**config.mk**
```make
export PLATFORM = sky130hd
export DESIGN_NAME = ttf_family_cmd
export DESIGN_NICKNAME = d
export VERILOG_FILES = /design/src/hw/ttf_pkg.sv /design/src/hw/ttf_bit_shifter.sv /design/src/hw/ttf_reply_drive.sv /design/src/hw/ttf_family_cmd.sv
export VERILOG_INCLUDE_DIRS = /design/src /design/src/hw
export SDC_FILE = /design/constraint.sdc
export NUM_CORES = 1
export LEC_CHECK = 0
export BUFFER_PORTS_ARGS = -buffer_cell sky130_fd_sc_hd__buf_2
export CORE_MARGIN = 3
export CORE_UTILIZATION = 40
export CTS_CLUSTER_SIZE = 25
export DETAILED_ROUTE_END_ITERATION = 6
export PLACE_DENSITY = 0.67
export REMOVE_ABC_BUFFERS = 1
export SLEW_MARGIN = 30
export SYNTH_ARGS = -nofsm -noshare
export SYNTH_HDL_FRONTEND = slang
export SYNTH_SLANG_ARGS = --single-unit
```
**constraint.sdc**
```tcl
create_clock -name CORE_CLK_IN -period 2.55 [get_ports CORE_CLK_IN]
set_input_delay 0.51 -clock CORE_CLK_IN [delete_from_list [all_inputs] [get_ports CORE_CLK_IN]]
set_output_delay 0.51 -clock CORE_CLK_IN [all_outputs]
set_load 0.05 [all_outputs]
```
**src/hw/ttf_params.svh**
```systemverilog
`ifndef TTF_PARAMS_SVH
`define TTF_PARAMS_SVH

// ----------------------------------------------------------------
// command codes
// ----------------------------------------------------------------
`define TTF_CMD_WRITE_FAMILY    6'h0D
`define TTF_CMD_LOCK_FAMILY     6'h0E

// ----------------------------------------------------------------
// frame layout, first received bit is the msb of the header
// ----------------------------------------------------------------
`define TTF_HDR_BITS            7'h10
`define TTF_HDR_EXT_BIT         15
`define TTF_HDR_CODE_HI         14
`define TTF_HDR_CODE_LO         9
`define TTF_HDR_FLAG_BIT        8
`define TTF_SERIAL_BITS         40
`define TTF_FAMILY_BITS         8
`define TTF_MAX_FRAME_BITS      80
`define TTF_AT_SERIAL_DONE      7'h38
`define TTF_AT_FAMILY_SERIAL    7'h40
`define TTF_AT_FAMILY_PLAIN     7'h18
`define TTF_LEN_WR_SERIAL       7'h50
`define TTF_LEN_WR_PLAIN        7'h28
`define TTF_LEN_LK_SERIAL       7'h48
`define TTF_LEN_LK_PLAIN        7'h10

// ----------------------------------------------------------------
// reply error codes
// ----------------------------------------------------------------
`define TTF_ERR_NOT_SUPPORTED   8'h01
`define TTF_ERR_LOCKED          8'h0F

// ----------------------------------------------------------------
// register offsets, fields and reset values
// ----------------------------------------------------------------
`define TTF_OFF_CTRL            8'h00
`define TTF_OFF_SERIAL_LO       8'h04
`define TTF_OFF_SERIAL_HI       8'h08
`define TTF_OFF_FAMILY          8'h0C
`define TTF_OFF_REPLY           8'h10
`define TTF_CTRL_WR_EN_BIT      0
`define TTF_CTRL_LK_EN_BIT      1
`define TTF_FAMILY_LOCK_BIT     8
`define TTF_CTRL_RESET          2'h3
`define TTF_SERIAL_RESET        40'h00_0000_0000
`define TTF_FAMILY_RESET        8'h00

`endif

```
**src/hw/ttf_pkg.sv**
```systemverilog
`default_nettype none
package ttf_pkg;

    // ----------------------------------------------------------------
    // types
    // ----------------------------------------------------------------
    typedef enum logic [2:0] {
        TTF_READY,
        TTF_QUIET,
        TTF_SELECTED,
        TTF_ROUND_ACTIVE,
        TTF_ROUND_STANDBY
    } ttf_tag_state_e;

    typedef struct packed {
        logic bit_valid;
        logic bit_data;
        logic frame_end;
        logic hdr_crc_ok;
        logic body_crc_ok;
    } ttf_frame_in_s;

    typedef struct packed {
        logic       error;
        logic [7:0] code;
    } ttf_reply_s;

endpackage
`default_nettype wire

```
**src/hw/ttf_bit_shifter.sv**
```systemverilog
`timescale 1ns/1ns
`default_nettype none
module ttf_bit_shifter #(
    parameter int WIDTH    = 40,
    parameter int CNT_W    = 7,
    parameter int MAX_BITS = 80
) (
    // clock and reset
    input  wire logic             clk_in,
    input  wire logic             rst_n_in,
    // serial bits
    input  wire logic             bit_valid_in,
    input  wire logic             bit_data_in,
    input  wire logic             clear_in,
    // collected bits
    output logic [WIDTH-1:0] data_out,
    output logic [CNT_W-1:0] count_out,
    output logic             overflow_out
);
    logic [WIDTH-1:0] data_reg;
    logic [WIDTH-1:0] data_next;
    logic [CNT_W-1:0] count_reg;
    logic [CNT_W-1:0] count_next;
    localparam logic [CNT_W-1:0] SAT = CNT_W'(MAX_BITS + 1);

    // count saturates one past the longest frame so overlong frames show
    always_comb begin
        data_next  = data_reg;
        count_next = count_reg;
        if (clear_in) begin
            data_next  = '0;
            count_next = '0;
        end else if (bit_valid_in) begin
            data_next = {data_reg[WIDTH-2:0], bit_data_in};
            if (count_reg != SAT) begin
                count_next = count_reg + CNT_W'(1);
            end
        end
    end

    always_ff @(posedge clk_in) begin
        if (!rst_n_in) begin
            data_reg  <= '0;
            count_reg <= '0;
        end else begin
            data_reg  <= data_next;
            count_reg <= count_next;
        end
    end

    assign data_out     = data_reg;
    assign count_out    = count_reg;
    assign overflow_out = (count_reg == SAT);
endmodule
`default_nettype wire

```
**src/hw/ttf_reply_drive.sv**
```systemverilog
`timescale 1ns/1ns
`default_nettype none
module ttf_reply_drive (
    // clock and reset
    input  wire logic               clk_in,
    input  wire logic               rst_n_in,
    // reply decision
    input  wire logic               fire_in,
    input  wire ttf_pkg::ttf_reply_s reply_in,
    // registered reply
    output logic                    valid_out,
    output ttf_pkg::ttf_reply_s     reply_out
);
    import ttf_pkg::*;

    logic       valid_reg;
    logic       valid_next;
    ttf_reply_s reply_reg;
    ttf_reply_s reply_next;

    // reply fields hold until the next reply so the modulator may read late
    always_comb begin
        valid_next = fire_in;
        reply_next = fire_in ? reply_in : reply_reg;
    end

    always_ff @(posedge clk_in) begin
        if (!rst_n_in) begin
            valid_reg <= 1'b0;
            reply_reg <= '0;
        end else begin
            valid_reg <= valid_next;
            reply_reg <= reply_next;
        end
    end

    assign valid_out = valid_reg;
    assign reply_out = reply_reg;
endmodule
`default_nettype wire

```
**src/hw/ttf_family_cmd.sv**
```systemverilog
`timescale 1ns/1ns
`default_nettype none
`include "ttf_params.svh"
// How it works
// - write command stores received family byte
// - lock command freezes family byte until reset
// - serial write frame: header, serial, byte, crc
// - plain write frame: header, byte, crc
// - serial lock frame: header, serial, crc
// - plain lock frame ends after header
// - addressed but unsupported gives error one
// - supported but failed gives error reply
// - executed command gives plain success reply
// - tags not addressed stay silent
// - unselected states ignore mismatched serial
// - unselected states execute on serial match
// - selected executes plain or matching frames
module ttf_family_cmd (
    // clock and reset
    input  wire logic                    CORE_CLK_IN,
    input  wire logic                    RESET_N_IN,
    // wishbone slave
    input  wire logic                    WB_CYC_IN,
    input  wire logic                    WB_STB_IN,
    input  wire logic                    WB_WE_IN,
    input  wire logic [7:0]              WB_ADR_IN,
    input  wire logic [3:0]              WB_SEL_IN,
    input  wire logic [31:0]             WB_DAT_IN,
    output logic [31:0]                  WB_DAT_OUT,
    output logic                         WB_ACK_OUT,
    // demodulated frame and tag state
    input  wire ttf_pkg::ttf_frame_in_s  FRAME_IN,
    input  wire ttf_pkg::ttf_tag_state_e TAG_STATE_IN,
    // reply to the modulator
    output logic                         REPLY_VALID_OUT,
    output var ttf_pkg::ttf_reply_s      REPLY_OUT,
    // stored family byte
    output logic [7:0]                   FAMILY_OUT,
    output logic                         FAMILY_LOCKED_OUT
);
    import ttf_pkg::*;

    // ----------------------------------------------------------------
    // types and declarations
    // ----------------------------------------------------------------
    typedef enum logic [1:0] {
        ST_RECV,
        ST_EXEC,
        ST_DROP
    } ttf_dec_e;

    ttf_dec_e       dec_state_reg;
    ttf_dec_e       dec_state_next;
    logic [15:0]    hdr_reg;
    logic [15:0]    hdr_next;
    logic [39:0]    serial_rx_reg;
    logic [39:0]    serial_rx_next;
    logic [7:0]     fam_rx_reg;
    logic [7:0]     fam_rx_next;
    logic [6:0]     len_reg;
    logic [6:0]     len_next;
    logic           hdr_ok_reg;
    logic           hdr_ok_next;
    logic           body_ok_reg;
    logic           body_ok_next;
    ttf_tag_state_e tag_state_reg;
    ttf_tag_state_e tag_state_next;

    logic [7:0]     family_reg;
    logic [7:0]     family_next;
    logic           locked_reg;
    logic           locked_next;
    logic [10:0]    status_reg;
    logic [10:0]    status_next;

    logic [1:0]     ctrl_reg;
    logic [1:0]     ctrl_next;
    logic [39:0]    serial_id_reg;
    logic [39:0]    serial_id_next;
    logic           ack_reg;
    logic           ack_next;
    logic [31:0]    rdata_reg;
    logic [31:0]    rdata_next;
    logic [31:0]    ctrl_merge;
    logic [31:0]    ser_hi_merge;

    logic [39:0]    shift_data;
    logic [6:0]     shift_count;
    logic           shift_over;
    logic           shift_clear;

    logic           is_write;
    logic           is_lock;
    logic           flag;
    logic           frame_ok;
    logic           serial_match;
    logic           addressed;
    logic           supported;
    logic           fire;
    ttf_reply_s     reply;
    logic           do_write;
    logic           do_lock;

    // ----------------------------------------------------------------
    // helpers
    // ----------------------------------------------------------------
    // expected frame length per command and format
    function automatic logic [6:0] frame_len(input logic wr, input logic with_serial);
        if (wr) begin
            frame_len = with_serial ? `TTF_LEN_WR_SERIAL : `TTF_LEN_WR_PLAIN;
        end else begin
            frame_len = with_serial ? `TTF_LEN_LK_SERIAL : `TTF_LEN_LK_PLAIN;
        end
    endfunction

    // byte-lane merge for wishbone writes
    function automatic logic [31:0] lane_merge(input logic [31:0] old_val, input logic [31:0] new_val,
                                               input logic [3:0] sel);
        logic [31:0] res;
        res = old_val;
        for (int i = 0; i < 4; i++) begin
            if (sel[i]) begin
                res[i*8 +: 8] = new_val[i*8 +: 8];
            end
        end
        lane_merge = res;
    endfunction

    // ----------------------------------------------------------------
    // bit collection
    // ----------------------------------------------------------------
    assign shift_clear = (dec_state_reg == ST_EXEC);

    ttf_bit_shifter #(
        .WIDTH    (`TTF_SERIAL_BITS),
        .CNT_W    (7),
        .MAX_BITS (`TTF_MAX_FRAME_BITS)
    ) u_shift (
        .clk_in       (CORE_CLK_IN),
        .rst_n_in     (RESET_N_IN),
        .bit_valid_in (FRAME_IN.bit_valid),
        .bit_data_in  (FRAME_IN.bit_data),
        .clear_in     (shift_clear),
        .data_out     (shift_data),
        .count_out    (shift_count),
        .overflow_out (shift_over)
    );

    // ----------------------------------------------------------------
    // frame decision
    // ----------------------------------------------------------------
    always_comb begin
        flag      = hdr_reg[`TTF_HDR_FLAG_BIT];
        is_write  = !hdr_reg[`TTF_HDR_EXT_BIT]
                    && (hdr_reg[`TTF_HDR_CODE_HI:`TTF_HDR_CODE_LO] == `TTF_CMD_WRITE_FAMILY);
        is_lock   = !hdr_reg[`TTF_HDR_EXT_BIT]
                    && (hdr_reg[`TTF_HDR_CODE_HI:`TTF_HDR_CODE_LO] == `TTF_CMD_LOCK_FAMILY);
        // length per format
        // plain lock frame has no body, so only the header crc counts
        frame_ok  = (is_write || is_lock) && hdr_ok_reg
                    && (len_reg == frame_len(is_write, flag))
                    && (body_ok_reg || (len_reg == `TTF_HDR_BITS));
        serial_match = (serial_rx_reg == serial_id_reg);
        if (flag) begin
            addressed = serial_match;
        end else begin
            addressed = (tag_state_reg == TTF_SELECTED);
        end
        supported = is_write ? ctrl_reg[`TTF_CTRL_WR_EN_BIT] : ctrl_reg[`TTF_CTRL_LK_EN_BIT];
        fire      = (dec_state_reg == ST_EXEC) && frame_ok && addressed;
        reply     = '0;
        do_write  = 1'b0;
        do_lock   = 1'b0;
        if (!supported) begin
            reply.error = 1'b1;
            reply.code  = `TTF_ERR_NOT_SUPPORTED;
        end else if (locked_reg) begin
            reply.error = 1'b1;
            reply.code  = `TTF_ERR_LOCKED;
        end else begin
            do_write = fire && is_write;
            do_lock  = fire && is_lock;
        end
    end

    // ----------------------------------------------------------------
    // receive state machine
    // ----------------------------------------------------------------
    always_comb begin
        dec_state_next = dec_state_reg;
        hdr_next       = hdr_reg;
        serial_rx_next = serial_rx_reg;
        fam_rx_next    = fam_rx_reg;
        len_next       = len_reg;
        hdr_ok_next    = hdr_ok_reg;
        body_ok_next   = body_ok_reg;
        tag_state_next = tag_state_reg;
        case (dec_state_reg)
            ST_RECV: begin
                if (shift_count == `TTF_HDR_BITS) begin
                    hdr_next = shift_data[15:0];
                end
                if (hdr_reg[`TTF_HDR_FLAG_BIT] && (shift_count == `TTF_AT_SERIAL_DONE)) begin
                    serial_rx_next = shift_data;
                end
                if ((hdr_reg[`TTF_HDR_FLAG_BIT] && (shift_count == `TTF_AT_FAMILY_SERIAL))
                    || (!hdr_reg[`TTF_HDR_FLAG_BIT] && (shift_count == `TTF_AT_FAMILY_PLAIN))) begin
                    fam_rx_next = shift_data[7:0];
                end
                if (shift_over) begin
                    dec_state_next = ST_DROP;
                end else if (FRAME_IN.frame_end) begin
                    len_next       = shift_count;
                    hdr_ok_next    = FRAME_IN.hdr_crc_ok;
                    body_ok_next   = FRAME_IN.body_crc_ok;
                    tag_state_next = TAG_STATE_IN;
                    dec_state_next = ST_EXEC;
                end
            end
            ST_EXEC: begin
                // stale fields would make a short frame look complete
                hdr_next       = '0;
                serial_rx_next = '0;
                fam_rx_next    = '0;
                dec_state_next = ST_RECV;
            end
            ST_DROP: begin
                len_next = '0;
                if (FRAME_IN.frame_end) begin
                    dec_state_next = ST_EXEC;
                end
            end
            default: begin
                dec_state_next = ST_RECV;
            end
        endcase
    end

    always_ff @(posedge CORE_CLK_IN) begin
        if (!RESET_N_IN) begin
            dec_state_reg <= ST_RECV;
            hdr_reg       <= '0;
            serial_rx_reg <= '0;
            fam_rx_reg    <= '0;
            len_reg       <= '0;
            hdr_ok_reg    <= 1'b0;
            body_ok_reg   <= 1'b0;
            tag_state_reg <= TTF_READY;
        end else begin
            dec_state_reg <= dec_state_next;
            hdr_reg       <= hdr_next;
            serial_rx_reg <= serial_rx_next;
            fam_rx_reg    <= fam_rx_next;
            len_reg       <= len_next;
            hdr_ok_reg    <= hdr_ok_next;
            body_ok_reg   <= body_ok_next;
            tag_state_reg <= tag_state_next;
        end
    end

    // ----------------------------------------------------------------
    // family byte storage
    // ----------------------------------------------------------------
    always_comb begin
        family_next = family_reg;
        locked_next = locked_reg;
        status_next = status_reg;
        if (do_write) begin
            family_next = fam_rx_reg;
        end
        // permanent lock, only reset clears it
        if (do_lock) begin
            locked_next = 1'b1;
        end
        if (fire) begin
            status_next = {reply.code, 1'b0, reply.error, 1'b1};
        end else if (dec_state_reg == ST_EXEC) begin
            status_next = {status_reg[10:2], 1'b0, 1'b0} | 11'h004;
        end
    end

    always_ff @(posedge CORE_CLK_IN) begin
        if (!RESET_N_IN) begin
            family_reg <= `TTF_FAMILY_RESET;
            locked_reg <= 1'b0;
            status_reg <= '0;
        end else begin
            family_reg <= family_next;
            locked_reg <= locked_next;
            status_reg <= status_next;
        end
    end

    ttf_reply_drive u_reply (
        .clk_in    (CORE_CLK_IN),
        .rst_n_in  (RESET_N_IN),
        .fire_in   (fire),
        .reply_in  (reply),
        .valid_out (REPLY_VALID_OUT),
        .reply_out (REPLY_OUT)
    );

    // ----------------------------------------------------------------
    // wishbone registers
    // ----------------------------------------------------------------
    always_comb begin
        ctrl_next      = ctrl_reg;
        serial_id_next = serial_id_reg;
        rdata_next     = rdata_reg;
        ack_next       = WB_CYC_IN && WB_STB_IN && !ack_reg;
        ctrl_merge     = lane_merge({30'h0, ctrl_reg}, WB_DAT_IN, WB_SEL_IN);
        ser_hi_merge   = lane_merge({24'h0, serial_id_reg[39:32]}, WB_DAT_IN, WB_SEL_IN);
        if (ack_next) begin
            rdata_next = 32'h0000_0000;
            case (WB_ADR_IN)
                `TTF_OFF_CTRL: begin
                    rdata_next[1:0] = ctrl_reg;
                    if (WB_WE_IN) begin
                        ctrl_next = ctrl_merge[1:0];
                    end
                end
                `TTF_OFF_SERIAL_LO: begin
                    rdata_next = serial_id_reg[31:0];
                    if (WB_WE_IN) begin
                        serial_id_next[31:0] = lane_merge(serial_id_reg[31:0], WB_DAT_IN, WB_SEL_IN);
                    end
                end
                `TTF_OFF_SERIAL_HI: begin
                    rdata_next[7:0] = serial_id_reg[39:32];
                    if (WB_WE_IN) begin
                        serial_id_next[39:32] = ser_hi_merge[7:0];
                    end
                end
                `TTF_OFF_FAMILY: begin
                    rdata_next[7:0]                 = family_reg;
                    rdata_next[`TTF_FAMILY_LOCK_BIT] = locked_reg;
                end
                `TTF_OFF_REPLY: begin
                    rdata_next[2:0]  = status_reg[2:0];
                    rdata_next[15:8] = status_reg[10:3];
                end
                default: begin
                    rdata_next = 32'h0000_0000;
                end
            endcase
        end
    end

    always_ff @(posedge CORE_CLK_IN) begin
        if (!RESET_N_IN) begin
            ctrl_reg      <= `TTF_CTRL_RESET;
            serial_id_reg <= `TTF_SERIAL_RESET;
            ack_reg       <= 1'b0;
            rdata_reg     <= 32'h0000_0000;
        end else begin
            ctrl_reg      <= ctrl_next;
            serial_id_reg <= serial_id_next;
            ack_reg       <= ack_next;
            rdata_reg     <= rdata_next;
        end
    end

    assign WB_ACK_OUT        = ack_reg;
    assign WB_DAT_OUT        = rdata_reg;
    assign FAMILY_OUT        = family_reg;
    assign FAMILY_LOCKED_OUT = locked_reg;
endmodule
`default_nettype wire

```
==> results of run 1 <==
[metal layers]
metal | up-vias | track usage | wire length, um
met5 | - | 0 | 28
met4 | 6 | 0.0458 | 456
met3 | 36 | 0.0375 | 1320
met2 | 189 | 0.292 | 9570
met1 | 3168 | 0.237 | 9670
li1 | 3340 | - | -
[how the worst max path moves through the flow]
stage / from / to / slack (ns) / depth (start not counted)
2_1_floorplan: WB_ADR_IN[1] / serial_id_reg[0]$_SDFFE_PN0P_ / -0.35 / 6
3_3_place_gp: hdr_reg[13]$_SDFFE_PN0P_ / FAMILY_OUT[7]$_SDFFE_PN0P_ / -0.31 / 9
3_5_place_dp: hdr_reg[13]$_SDFFE_PN0P_ / FAMILY_OUT[7]$_SDFFE_PN0P_ / -0.36 / 9
4_1_cts: hdr_reg[15]$_SDFFE_PN0P_ / u_reply.reply_out[2]$_SDFFE_PN0P_ / -0.26 / 9
5_1_grt: hdr_reg[15]$_SDFFE_PN0P_ / FAMILY_OUT[5]$_SDFFE_PN0P_ / -0.36 / 11
6_report: hdr_reg[15]$_SDFFE_PN0P_ / status_reg[1]$_SDFFE_PN0P_ / -0.26 / 10
[through the flow]
stage,std cells,TNS (ns),hold WS [ns],power (mW),util
floorplan,851,-13.05,0.431,3.51,-
global placement,1252,-4.16,0.439,3.65,0.454
detailed placement,1252,-4.98,0.452,3.65,0.454
CTS,1291,-3.65,0.241,6.50,0.489
global route,1293,-5.12,0.251,6.65,0.491
finish,1293,-3.67,0.250,6.45,0.491
[cell type report]
type	instances	area [um2]	share of cell area
Tap cell	270	338	0.0335
Sequential cell	209	4190	0.415
Timing Repair Buffer	136	793	0.0786
Clock inverter	5	28.8	0.00285
Clock buffer	31	603	0.0598
Multi-Input combinational cell	637	4120	0.409
Inverter	5	20.0	0.00198
[repair_timing]
action	4_1_cts	5_1_grt
gates resized for setup	11	7
pin swaps	11	7
hold buffers	0	0
setup buffers	2	2
gates cloned	1	0
setup endpoints to repair	17	17
[cell usage in the layout, fill, tap and decap left out, types with 3 or more instances in the layout]
| cell | count |
|---|---|
| nor3b_1 | 3 |
| clkbuf_16 | 21 |
| nand3_1 | 22 |
| ha_1 | 4 |
| dfxtp_1 | 208 |
| a21oi_1 | 67 |
| nand2_1 | 92 |
| nor3_1 | 8 |
| clkinv_2 | 5 |
| inv_1 | 4 |
| a22oi_1 | 35 |
| nor4_1 | 7 |
| mux2_2 | 7 |
| nor2_1 | 149 |
| mux2i_1 | 100 |
| a221oi_1 | 3 |
| o21ai_0 | 4 |
| buf_4 | 28 |
| clkbuf_8 | 4 |
| clkbuf_1 | 6 |
| buf_2 | 104 |
| nand3_2 | 4 |
| xor2_1 | 28 |
| nand4_1 | 19 |
| nand2b_1 | 10 |
| xnor2_1 | 18 |
| nor3_4 | 3 |
| conb_1 | 4 |
| nand3b_1 | 4 |
| and3_1 | 3 |
| o31ai_2 | 7 |
[Yosys cell counts (2+ instances only)]
master | instances | area (um2)
a21oi_1 | 67 | 335
a221oi_1 | 3 | 26.3
a22o_1 | 2 | 17.5
a22oi_1 | 35 | 263
and3_1 | 4 | 25.0
buf_1 | 4 | 15.0
buf_2 | 8 | 40.0
buf_4 | 9 | 67.6
clkbuf_1 | 43 | 161
dfxtp_1 | 209 | 4180
ha_1 | 4 | 50.1
inv_1 | 4 | 15.0
mux2_2 | 7 | 78.8
mux2i_1 | 100 | 1000
mux4_2 | 2 | 45.0
nand2_1 | 93 | 349
nand2b_1 | 10 | 62.6
nand3_1 | 23 | 115
nand3_2 | 4 | 40.0
nand3b_1 | 4 | 30.0
nand4_1 | 19 | 119
nor2_1 | 149 | 559
nor2b_1 | 2 | 12.5
nor3_1 | 9 | 45.0
nor3_4 | 2 | 32.5
nor3b_1 | 3 | 22.5
nor4_1 | 7 | 43.8
o21ai_0 | 4 | 20.0
o31ai_1 | 8 | 60.1
or2_2 | 2 | 12.5
or3_1 | 2 | 12.5
xnor2_1 | 18 | 158
xor2_1 | 28 | 245
[critical path, stage by stage (launching register included)]
cell and delay [ns]:
dfxtp_2 0.32, nand4bb_4 0.24, nor4b_4 0.27, ha_1 0.29, or3b_4 0.37, a211o_4 0.35, nor3_4 0.27, nand3_2 0.13
nor2_4 0.26, buf_4 0.15, a32o_1 0.11
[cells by family (layout without fill, tap and decap cells)]
| kind of cell | after synthesis | after routing |
|---|---|---|
| multiplexers | 109 | 109 |
| AO/OA/AOI/OAI | 129 | 129 |
| XOR/XNOR | 47 | 47 |
| AND/OR/NAND/NOR | 344 | 344 |
| adder cells (fa/ha/maj) | 4 | 4 |
| other | 1 | 4 |
| flip-flops | 209 | 209 |
| buffers and inverters | 70 | 177 |
[where the power goes]
group | internal, mW | leakage (nW) | total, mW | switching, mW
combinational | 0.0939 | 2.26 | 0.287 | 0.193
sequential | 3.28 | 1.69 | 3.30 | 0.0142
clock | 1.64 | 0.315 | 2.87 | 1.23
==> metrics.md, run 1 <==
| Metric | Value |
|---|---|
| Layout cells sized above 1 | 0.199 |
| Starting density of the core | 0.414 |
| Slew of the pin with the lowest slew margin | 0.764 ns |
| Placed cell areas | 0.00933 mm2 |
| Final period util | 1.10 |
| CP endpoint kind | flop |
| Synth cell types | 58 |
| P_leak | 4.26 nW |
| GPL Wtd Cong | 0.825 |
| Worst reg2reg endpoint | status_reg[1]$_SDFFE_PN0P_ |
| Diodes inserted | 0 |
| Adder-cell share of the synthesized area | 0.00587 |
| Filler Cell Count | 1925 |
| Worst skew pair latency | 0.49 ns |
| Mapped Cells | 913 |
| DRT iter0 DRCs | 410 |
| Worst r2r src | hdr_reg[15]$_SDFFE_PN0P_ |
| Max cap viols | 0 |
| Reg-to-reg setup timing slack | -0.26 ns |
| Fin nets | 1071 |
| Fmax | 0.356 GHz |
| Largest family of logic cells by synthesized area | simple AND/OR/NAND/NOR gates |
| Dpl ws | -0.360 ns |
| Max Transition Viols Final | 0 |
| PortBufs | 104 |
| Post-synthesis mux area share | 0.132 |
| Yosys warnings | 0 |
| Post-synthesis sequential area ratio | 0.491 |
| Final Cell Area | 0.0101 mm2 |
| Final hold viol count | 0 |
| Initial antenna violation count | 3 |
| Synth Area in Compound Gates | 0.0978 |
| Mapped cell area | 0.00852 mm2 |
| Reg clk slew, reported paths | 0.06 ns |
| PnR worst setup slack | -0.261 ns |
| Max FO, Critical Path | 7 |
| Simple-gate area share of the yosys netlist | 0.187 |
| Syn-to-layout area delta | 18.4% |
| Final setup viols | 17 |
| Final wirelength | 21000 um |
| Minimum clock period | 2.81 ns |
| Vias | 6739 |
| First-pass GRT wire length | 34500 um |
| WP data required | 2.98 ns |
| Failing checks | negative setup slack |
| Worst Setup Start Kind | flop |
| I/O pin count | 109 |
| Antenna-violating nets left | 0 |
| Hold Crit Class | input pin to flop |
| CTS Buf Count | 21 |
| Xor and xnor area share after synthesis | 0.0492 |
| Final Skew | 0.0145 ns |
| Ys async rst share | 0 |
| Total track usage | 0.177 |
| #FFs+latches synth | 209 |
| Power per Cell Area | 639 mW/mm2 |
| Syn Area/Cell | 9.33 um2 |
| Status | finished, violations left |
| Largest net degree at the start of global routing | 86 |
| Routed vias/inst | 5.21 |
| Worst EP arrival | 3.24 ns |
| Congestion Overflow GR | 0 |
| Drt drc | 0 |
| Clock sinks | 209 |
| CTS max path bufs | 3 |
| Die Ht | 152 um |
| Hold Crit Start | TAG_STATE_IN[2] |
| Vias in the first global route | 6476 |
| DR pass1 iterations | 6 |
| Critical path start-end classification | flop to flop |
| RSZ-0062 raised after global routing | yes |
| Die area | 0.0231 mm2 |
| Site Rows | 52 |
| Worst Hold Endpoint | tag_state_reg[2]$_SDFFE_PN0P_ |
| CTS root buf | clkbuf_16 |
| Routed WL per cell | 16.3 um |
| Post-DP HPWL | 14500 um |
| H-tree depth | 1 |
| Core box area | 0.0206 mm2 |
| Worst vdd ir | 0.000418 V |
| Ys flop type | dfxtp_1 |
| Post-synth EDFFs | 0 |
| Die X | 152 um |
| CTS tree | built |
| Reg2Reg Depth | 10 |
| Slew headroom | 0.491 |
| Hold Crit Depth | 3 |
(Power assumes the default switching activity.)
==> run 2: changes to the inputs <==
CORE_MARGIN = 1.5   (was 3)
==> run 2 against run 1 <==
  * The run still ends with negative setup slack left
  * Combinational power barely moved
  * Cell count rose by 1.2%
  * Worst hold slack got worse by 0.013 ns
  * Sequential cell count did not move
  * Power rose by 5.1%
  * Register-to-register slack improved by 0.06 ns
  * Clock skew rose by 0.0048 ns
  * Critical path type unchanged
  * Wire length fell by 0.93%
  * Sequential share of layout area fell by 0.49 points
  * Critical endpoint is now u_reply.reply_out[2]$_SDFFE_PN0P_
  * Fmax rose by 2.3%
  * Utilization fell by 0.34 points
==> metrics.md, run 2 (synthesis gave the netlist of run 1 again) <==
| Metric | Value |
|---|---|
| Status | finished, violations left (unchanged) |
| Failing checks | negative setup slack (unchanged) |
| Die X | 149 um (was 152 um) |
| Clk pwr share | 0.471 (was 0.444) |
| Seq pwr share | 0.486 (was 0.511) |
| CTS max path bufs | 3 (unchanged) |
| Minimum clock period | 2.75 ns (was 2.81 ns) |
| DR pass1 iterations | 5 (was 6) |
| WP depth | 9 (was 10) |
| Busiest grt layer | met2 (unchanged) |
| H-tree depth | 1 (unchanged) |
| P_leak | 4.33 nW (was 4.26 nW) |
| Hold Crit Class | input pin to flop (unchanged) |
| Worst path max stage delay | 0.38 ns (was 0.37 ns) |
| DP Cell Count | 1258 (was 1252) |
| Fmax | 0.364 GHz (was 0.356 GHz) |
| Final non-filler cell total | 1309 (was 1293) |
| Sw Pwr | 1.46 mW (was 1.44 mW) |
| Commonest non-fill, non-tap cell in the layout | dfxtp_1 (unchanged) |
| CTS tree | built (unchanged) |
| Worst path top cell family by delay | simple AND/OR/NAND/NOR gates (unchanged) |
| Power per Cell Area | 663 mW/mm2 (was 639 mW/mm2) |
| Antenna-violating nets left | 0 (unchanged) |
| Slew of the pin with the lowest slew margin | 0.729 ns (was 0.764 ns) |
| WP data required | 2.96 ns (was 2.98 ns) |
| Hold Crit Depth | 3 (unchanged) |
| Initial antenna violation count | 2 (was 3) |
| CP endpoint kind | flop (unchanged) |
| I/O pin count | 109 (unchanged) |
| Critical path start-end classification | flop to flop (unchanged) |
| Drt drc | 0 (unchanged) |
| Final Total Pwr | 6.77 mW (was 6.45 mW) |
| Worst EP arrival | 3.16 ns (was 3.24 ns) |
| Final Skew | 0.0192 ns (was 0.0145 ns) |
| Dpl ws | -0.349 ns (was -0.360 ns) |
| Congestion Overflow GR | 0 (unchanged) |
| Met1 Track Usage GR | 0.243 (was 0.237) |
| Critical Path, Cell by Cell | nand4bb_4 -> nor4b_4 -> ha_1 -> or3b_4 -> a211o_4 -> nor3_4 -> nand3_2 -> nor2_4 -> mux2i_1 (was nand4bb_4 -> nor4b_4 -> ha_1 -> or3b_4 -> a211o_4 -> nor3_4 -> nand3_2 -> nor2_4 -> buf_4 -> a32o_1) |
| M2 GR Usage | 0.321 (was 0.292) |
| Layout cells sized above 1 | 0.207 (was 0.199) |
| Fin nets | 1079 (was 1071) |
| Starting density of the core | 0.407 (was 0.414) |
| Switching portion of total power | 0.215 (was 0.223) |
| Post-DP HPWL | 14400 um (was 14500 um) |
| Most frequent cells in the layout | 207 x dfxtp_1, 149 x nor2_1, 104 x buf_2 (was 208 x dfxtp_1, 149 x nor2_1, 104 x buf_2) |
| Critical-path cell with the highest stage delay | or3b_4 (unchanged) |
| CTS root buf | clkbuf_16 (unchanged) |
| Worst vdd ir | 0.000433 V (was 0.000418 V) |
| Reg clk slew, reported paths | 0.06 ns (about the same) |
| Final setup viols | 17 (unchanged) |
| Max cap viols | 0 (unchanged) |
| Core Util, Final | 0.487 (was 0.491) |
| Max FO, Critical Path | 7 (unchanged) |
| PortBufs | 104 (unchanged) |
| Met3 GRT Util | 0.0263 (was 0.0375) |
| Largest net degree at the start of global routing | 52 (was 86) |
| Placed cell areas | 0.00933 mm2 (about the same) |
| Final Cell Area | 0.0102 mm2 (was 0.0101 mm2) |
| Die Ht | 149 um (was 152 um) |
| PnR worst setup slack | -0.197 ns (was -0.261 ns) |
| RSZ-0062 raised after global routing | yes (unchanged) |
| Worst Setup Start Kind | flop (unchanged) |
| Final hold viol count | 0 (unchanged) |
| Routed vias/inst | 5.17 (was 5.21) |
| DRT iter0 DRCs | 315 (was 410) |
| Site Rows | 53 (was 52) |
| Vias | 6774 (was 6739) |
| Core box area | 0.0210 mm2 (was 0.0206 mm2) |
| Total track usage | 0.186 (was 0.177) |
| Worst skew pair latency | 0.50 ns (was 0.49 ns) |
| CTS Buf Count | 21 (unchanged) |
| Final period util | 1.08 (was 1.10) |
| Routed WL per cell | 15.9 um (was 16.3 um) |
| Die area | 0.0222 mm2 (was 0.0231 mm2) |
| Reg2Reg Depth | 9 (was 10) |
| Int Power | 5.32 mW (was 5.01 mW) |
| First-pass GRT wire length | 33400 um (was 34500 um) |
| Final wirelength | 20800 um (was 21000 um) |
| Logic pwr share | 0.042 (was 0.044) |
| Clock sinks | 209 (unchanged) |
| Slew headroom | 0.514 (was 0.491) |
| Syn-to-layout area delta | 19.9% (was 18.4%) |
| Max Transition Viols Final | 0 (unchanged) |
| Vias in the first global route | 6446 (was 6476) |
| Buffers & Inverters on Critical Path | 0 (was 1) |
| GPL Wtd Cong | 0.807 (was 0.825) |
[run 2: power groups by stage]
stage	combinational [mW]	clock, mW	sequential, mW
6_report	0.286	3.19	3.30
3_5_place_dp	0.286	0	3.37
3_3_place_gp	0.284	0	3.37
4_1_cts	0.287	3.28	3.29
2_1_floorplan	0.131	0	3.38
5_1_grt	0.309	3.41	3.30
[run 2: worst paths after layout]
kind | from | to | slack (ns)
max | hdr_reg[15]$_SDFFE_PN0P_ | u_reply.reply_out[2]$_SDFFE_PN0P_ | -0.20
min | WB_DAT_IN[27] | serial_id_reg[27]$_SDFFE_PN0P_ | 0.24
max reg2reg | hdr_reg[15]$_SDFFE_PN0P_ | u_reply.reply_out[2]$_SDFFE_PN0P_ | -0.20
min reg2reg | u_shift.data_out[39]$_SDFFE_PP0P_ | serial_rx_reg[39]$_SDFFE_PN0P_ | 0.45
[run 2: area by class of cell]
| cell class | count | area [um2] |
|---|---|---|
| fill | 1938 | 10700 |
| sequential | 209 | 4190 |
| multi-input combinational | 637 | 4100 |
| timing repair buffer | 144 | 837 |
| clock buffer | 28 | 592 |
| tap | 275 | 344 |
| clock inverter | 10 | 134 |
| inverter | 5 | 20.0 |
| antenna | 1 | 2.50 |
[run 2: tightest hold or removal path, stage by stage]
cell and delay [ns]:
buf_2 0.07, mux2i_1 0.05, nor2_1 0.07
[run 2: timing repair]
item / in CTS / in global routing
pin swaps: 11 / 5
endpoints found under the hold margin: 0 / 0
setup endpoints to repair: 17 / 17
buffers inserted: 14 / 0
hold buffers: 0 / 0
resized for setup: 11 / 2
[run 2: through the flow]
step / setup TNS, ns / hold slack [ns]
6_report: -2.65 / 0.237
3_5_place_dp: -5.06 / 0.447
5_1_grt: -5.12 / 0.240
2_1_floorplan: -13.05 / 0.431
3_3_place_gp: -3.76 / 0.444
4_1_cts: -3.42 / 0.228
[run 2: layer usage]
layer | vias to the layer above | share of wire
li1 | 3356 | -
met1 | 3218 | 0.45
met2 | 170 | 0.48
met3 | 28 | 0.055
met4 | 2 | 0.020
met5 | - | 0.00062
==> run 3: changes to the inputs <==
CTS_BUF_LIST = sky130_fd_sc_hd__clkbuf_4 sky130_fd_sc_hd__clkbuf_8   (was not set)
CTS_CLUSTER_SIZE = not set   (was 25)
PLACE_DENSITY = not set   (was 0.67)
PLACE_DENSITY_LB_ADDON = 0.25   (was not set)
==> run 3 against run 2 <==
  * The flow still finishes with violations (negative setup slack)
  * First-iteration DRC count is 0.63% lower
  * Clock power is 4% lower
  * Power shrank 1.8%
  * Setup slack got worse by 0.053 ns
  * Via count is 0.89% lower
  * Global-route usage grew 0.36 points
  * Die area stayed put
  * Critical path type unchanged
==> metrics.md, run 3 (synthesis gave the netlist of run 1 again) <==
| Metric | Value |
|---|---|
| Status | finished, violations left (unchanged) |
| Failing checks | negative setup slack (unchanged) |
| Multi-input logic area | 0.00412 mm2 (was 0.00410 mm2) |
| Final hold viol count | 0 (unchanged) |
| Worst skew pair latency | 0.51 ns (was 0.50 ns) |
| Site Rows | 53 (unchanged) |
| Fin nets | 1088 (was 1079) |
| WP data required | 2.99 ns (was 2.96 ns) |
| RSZ-0062 raised after global routing | yes (unchanged) |
| Core box area | 0.0210 mm2 (unchanged) |
| CP endpoint kind | flop (unchanged) |
| I/O pin count | 109 (unchanged) |
| Fmax | 0.357 GHz (was 0.364 GHz) |
| Worst hold slack | 0.231 ns (was 0.237 ns) |
| Placed cell areas | 0.00937 mm2 (was 0.00933 mm2) |
| Commonest non-fill, non-tap cell in the layout | dfxtp_1 (unchanged) |
| Vias | 6714 (was 6774) |
| P_leak | 4.35 nW (was 4.33 nW) |
| CTS max path bufs | 3 (unchanged) |
| Most frequent cells in the layout | 209 x dfxtp_1, 149 x nor2_1, 105 x buf_2 (was 207 x dfxtp_1, 149 x nor2_1, 104 x buf_2) |
| Hold buffers post-CTS | 0 (unchanged) |
| Routed vias/inst | 5.07 (was 5.17) |
| Reg clk slew, reported paths | 0.06 ns (about the same) |
| Largest net degree at the start of global routing | 86 (was 52) |
| Routed WL per cell | 16.0 um (was 15.9 um) |
| Reg area | 0.00418 mm2 (was 0.00419 mm2) |
| Die Ht | 149 um (unchanged) |
| Max FO, Critical Path | 4 (was 7) |
| Antenna-violating nets left | 0 (unchanged) |
| Critical path start-end classification | flop to flop (unchanged) |
| Worst EP arrival | 3.23 ns (was 3.16 ns) |
| Worst vdd ir | 0.000250 V (was 0.000433 V) |
| Final Skew | 0.0289 ns (was 0.0192 ns) |
| Starting density of the core | 0.407 (unchanged) |
| Congestion Overflow GR | 0 (unchanged) |
| CTS Buf Count | 36 (was 21) |
| DRT iter0 DRCs | 313 (was 315) |
| Final Cell Area | 0.0102 mm2 (about the same) |
| Worst path max stage delay | 0.38 ns (about the same) |
| Critical-path cell with the highest stage delay | or3b_4 (unchanged) |
| Final wirelength | 21200 um (was 20800 um) |
| Hold Crit Class | input pin to flop (unchanged) |
| Total track usage | 0.190 (was 0.186) |
| Slew headroom | 0.501 (was 0.514) |
| Post-DP HPWL | 14400 um (about the same) |
| Critical Path, Cell by Cell | nand4bb_4 -> nor4b_4 -> ha_1 -> or3b_4 -> a211o_4 -> buf_4 -> nor3_2 -> and3_1 -> buf_2 -> nand4_1 -> a21oi_1 (was nand4bb_4 -> nor4b_4 -> ha_1 -> or3b_4 -> a211o_4 -> nor3_4 -> nand3_2 -> nor2_4 -> mux2i_1) |
| Syn-to-layout area delta | 20.1% (was 19.9%) |
| Fin Setup TNS | -3.04 ns (was -2.65 ns) |
| H-tree depth | 2 (was 1) |
| Worst path top cell family by delay | simple AND/OR/NAND/NOR gates (unchanged) |
| PnR worst setup slack | -0.250 ns (was -0.197 ns) |
| Vias in the first global route | 6261 (was 6446) |
| DR pass1 iterations | 4 (was 5) |
| Drt drc | 0 (unchanged) |
| GPL Wtd Cong | 0.800 (was 0.807) |
| Worst Setup Start Kind | flop (unchanged) |
| CTS root buf | clkbuf_8 (was clkbuf_16) |
| Final period util | 1.10 (was 1.08) |
| Initial antenna violation count | 0 (was 2) |
| Clock sinks | 209 (unchanged) |
| Die area | 0.0222 mm2 (unchanged) |
| Power per Cell Area | 650 mW/mm2 (was 663 mW/mm2) |
| Max cap viols | 0 (unchanged) |
| Buffers & Inverters on Critical Path | 2 (was 0) |
| First-pass GRT wire length | 33400 um (about the same) |
| Max Transition Viols Final | 0 (unchanged) |
| Final setup viols | 17 (unchanged) |
| Filler Cell Count | 2043 (was 1938) |
| Layout cells sized above 1 | 0.226 (was 0.207) |
| Slew of the pin with the lowest slew margin | 0.749 ns (was 0.729 ns) |
| Minimum clock period | 2.80 ns (was 2.75 ns) |
| PortBufs | 104 (unchanged) |
| CTS tree | built (unchanged) |
| Die X | 149 um (unchanged) |
| Diodes inserted | 0 (was 1) |
-- run 3: cell types whose count changed in the layout (fill, tap and decap cells not counted), moves of 3 or more --
cell / previous run / this run
buf_12: 1 / 4
clkbuf_8: 4 / 46
o31ai_1: 8 / 2
bufinv_16: 3 / 0
clkbuf_4: 0 / 12
clkbuf_16: 21 / 0
buf_4: 38 / 28
clkbuf_1: 3 / 0
o31ai_2: 1 / 7
-- run 3: worst register-to-register path, cell delays in order, from the launching register on --
cell       delay [ns]
dfxtp_1          0.31
nand4bb_4        0.24
nor4b_4          0.27
ha_1             0.29
or3b_4           0.38
a211o_4          0.35
buf_4            0.14
nor3_2           0.12
and3_1           0.21
buf_2            0.16
nand4_1          0.11
a21oi_1          0.15
-- run 3: per-stage QoR --
| step | std cells | power (mW) | util | worst slack [ns] |
|---|---|---|---|---|
| after global routing | 1325 | 6.93 | 0.488 | -0.374 |
| final | 1325 | 6.66 | 0.488 | -0.250 |
| after floorplan | 851 | 3.51 | - | -0.353 |
| after global placement | 1258 | 3.66 | 0.447 | -0.283 |
| after CTS | 1323 | 6.75 | 0.486 | -0.298 |
| after detailed placement | 1258 | 3.66 | 0.447 | -0.390 |
-- run 3: worst paths after layout --
check / from / to / slack (ns) / cells past startpoint
worst max-delay path: hdr_reg[13]$_SDFFE_PN0P_ / FAMILY_OUT[6]$_SDFFE_PN0P_ / -0.25 / 11
worst max register to register: hdr_reg[13]$_SDFFE_PN0P_ / FAMILY_OUT[6]$_SDFFE_PN0P_ / -0.25 / 11
worst min register to register: u_shift.data_out[24]$_SDFFE_PP0P_ / serial_rx_reg[24]$_SDFFE_PN0P_ / 0.45 / 2
worst min-delay path: WB_DAT_IN[16] / serial_id_reg[16]$_SDFFE_PN0P_ / 0.23 / 3
-- run 3: cell type report --
type,instances,share of cell area
flip-flops and latches,209,0.409
multi-input cells,637,0.403
repair buffers,138,0.0808
clock buffers,58,0.0707
well taps,275,0.0336
inverters,5,0.00196
clock inverters,3,0.00147
-- run 3: per-layer routing --
metal / wire [um] / global-route usage
met1: 10200 / 0.260
met2: 9470 / 0.302
met3: 1210 / 0.0410
met4: 310 / 0.0520
met5: 0 / 0
-- run 3: what timing repair did --
action                                  CTS  global route
endpoints found under the setup margin   17            17
gates resized for setup                   8             7
pin swaps                                12             6
cloned                                    1             0
buffers inserted                          3             2
-- run 3: power by group --
group / switching [mW] / leakage [nW] / internal (mW) / total, mW
Combinational: 0.194 / 2.27 / 0.0994 / 0.293
Clock: 1.28 / 0.398 / 1.78 / 3.07
Sequential: 0.0137 / 1.69 / 3.28 / 3.30
Total: 1.49 / 4.35 / 5.17 / 6.66
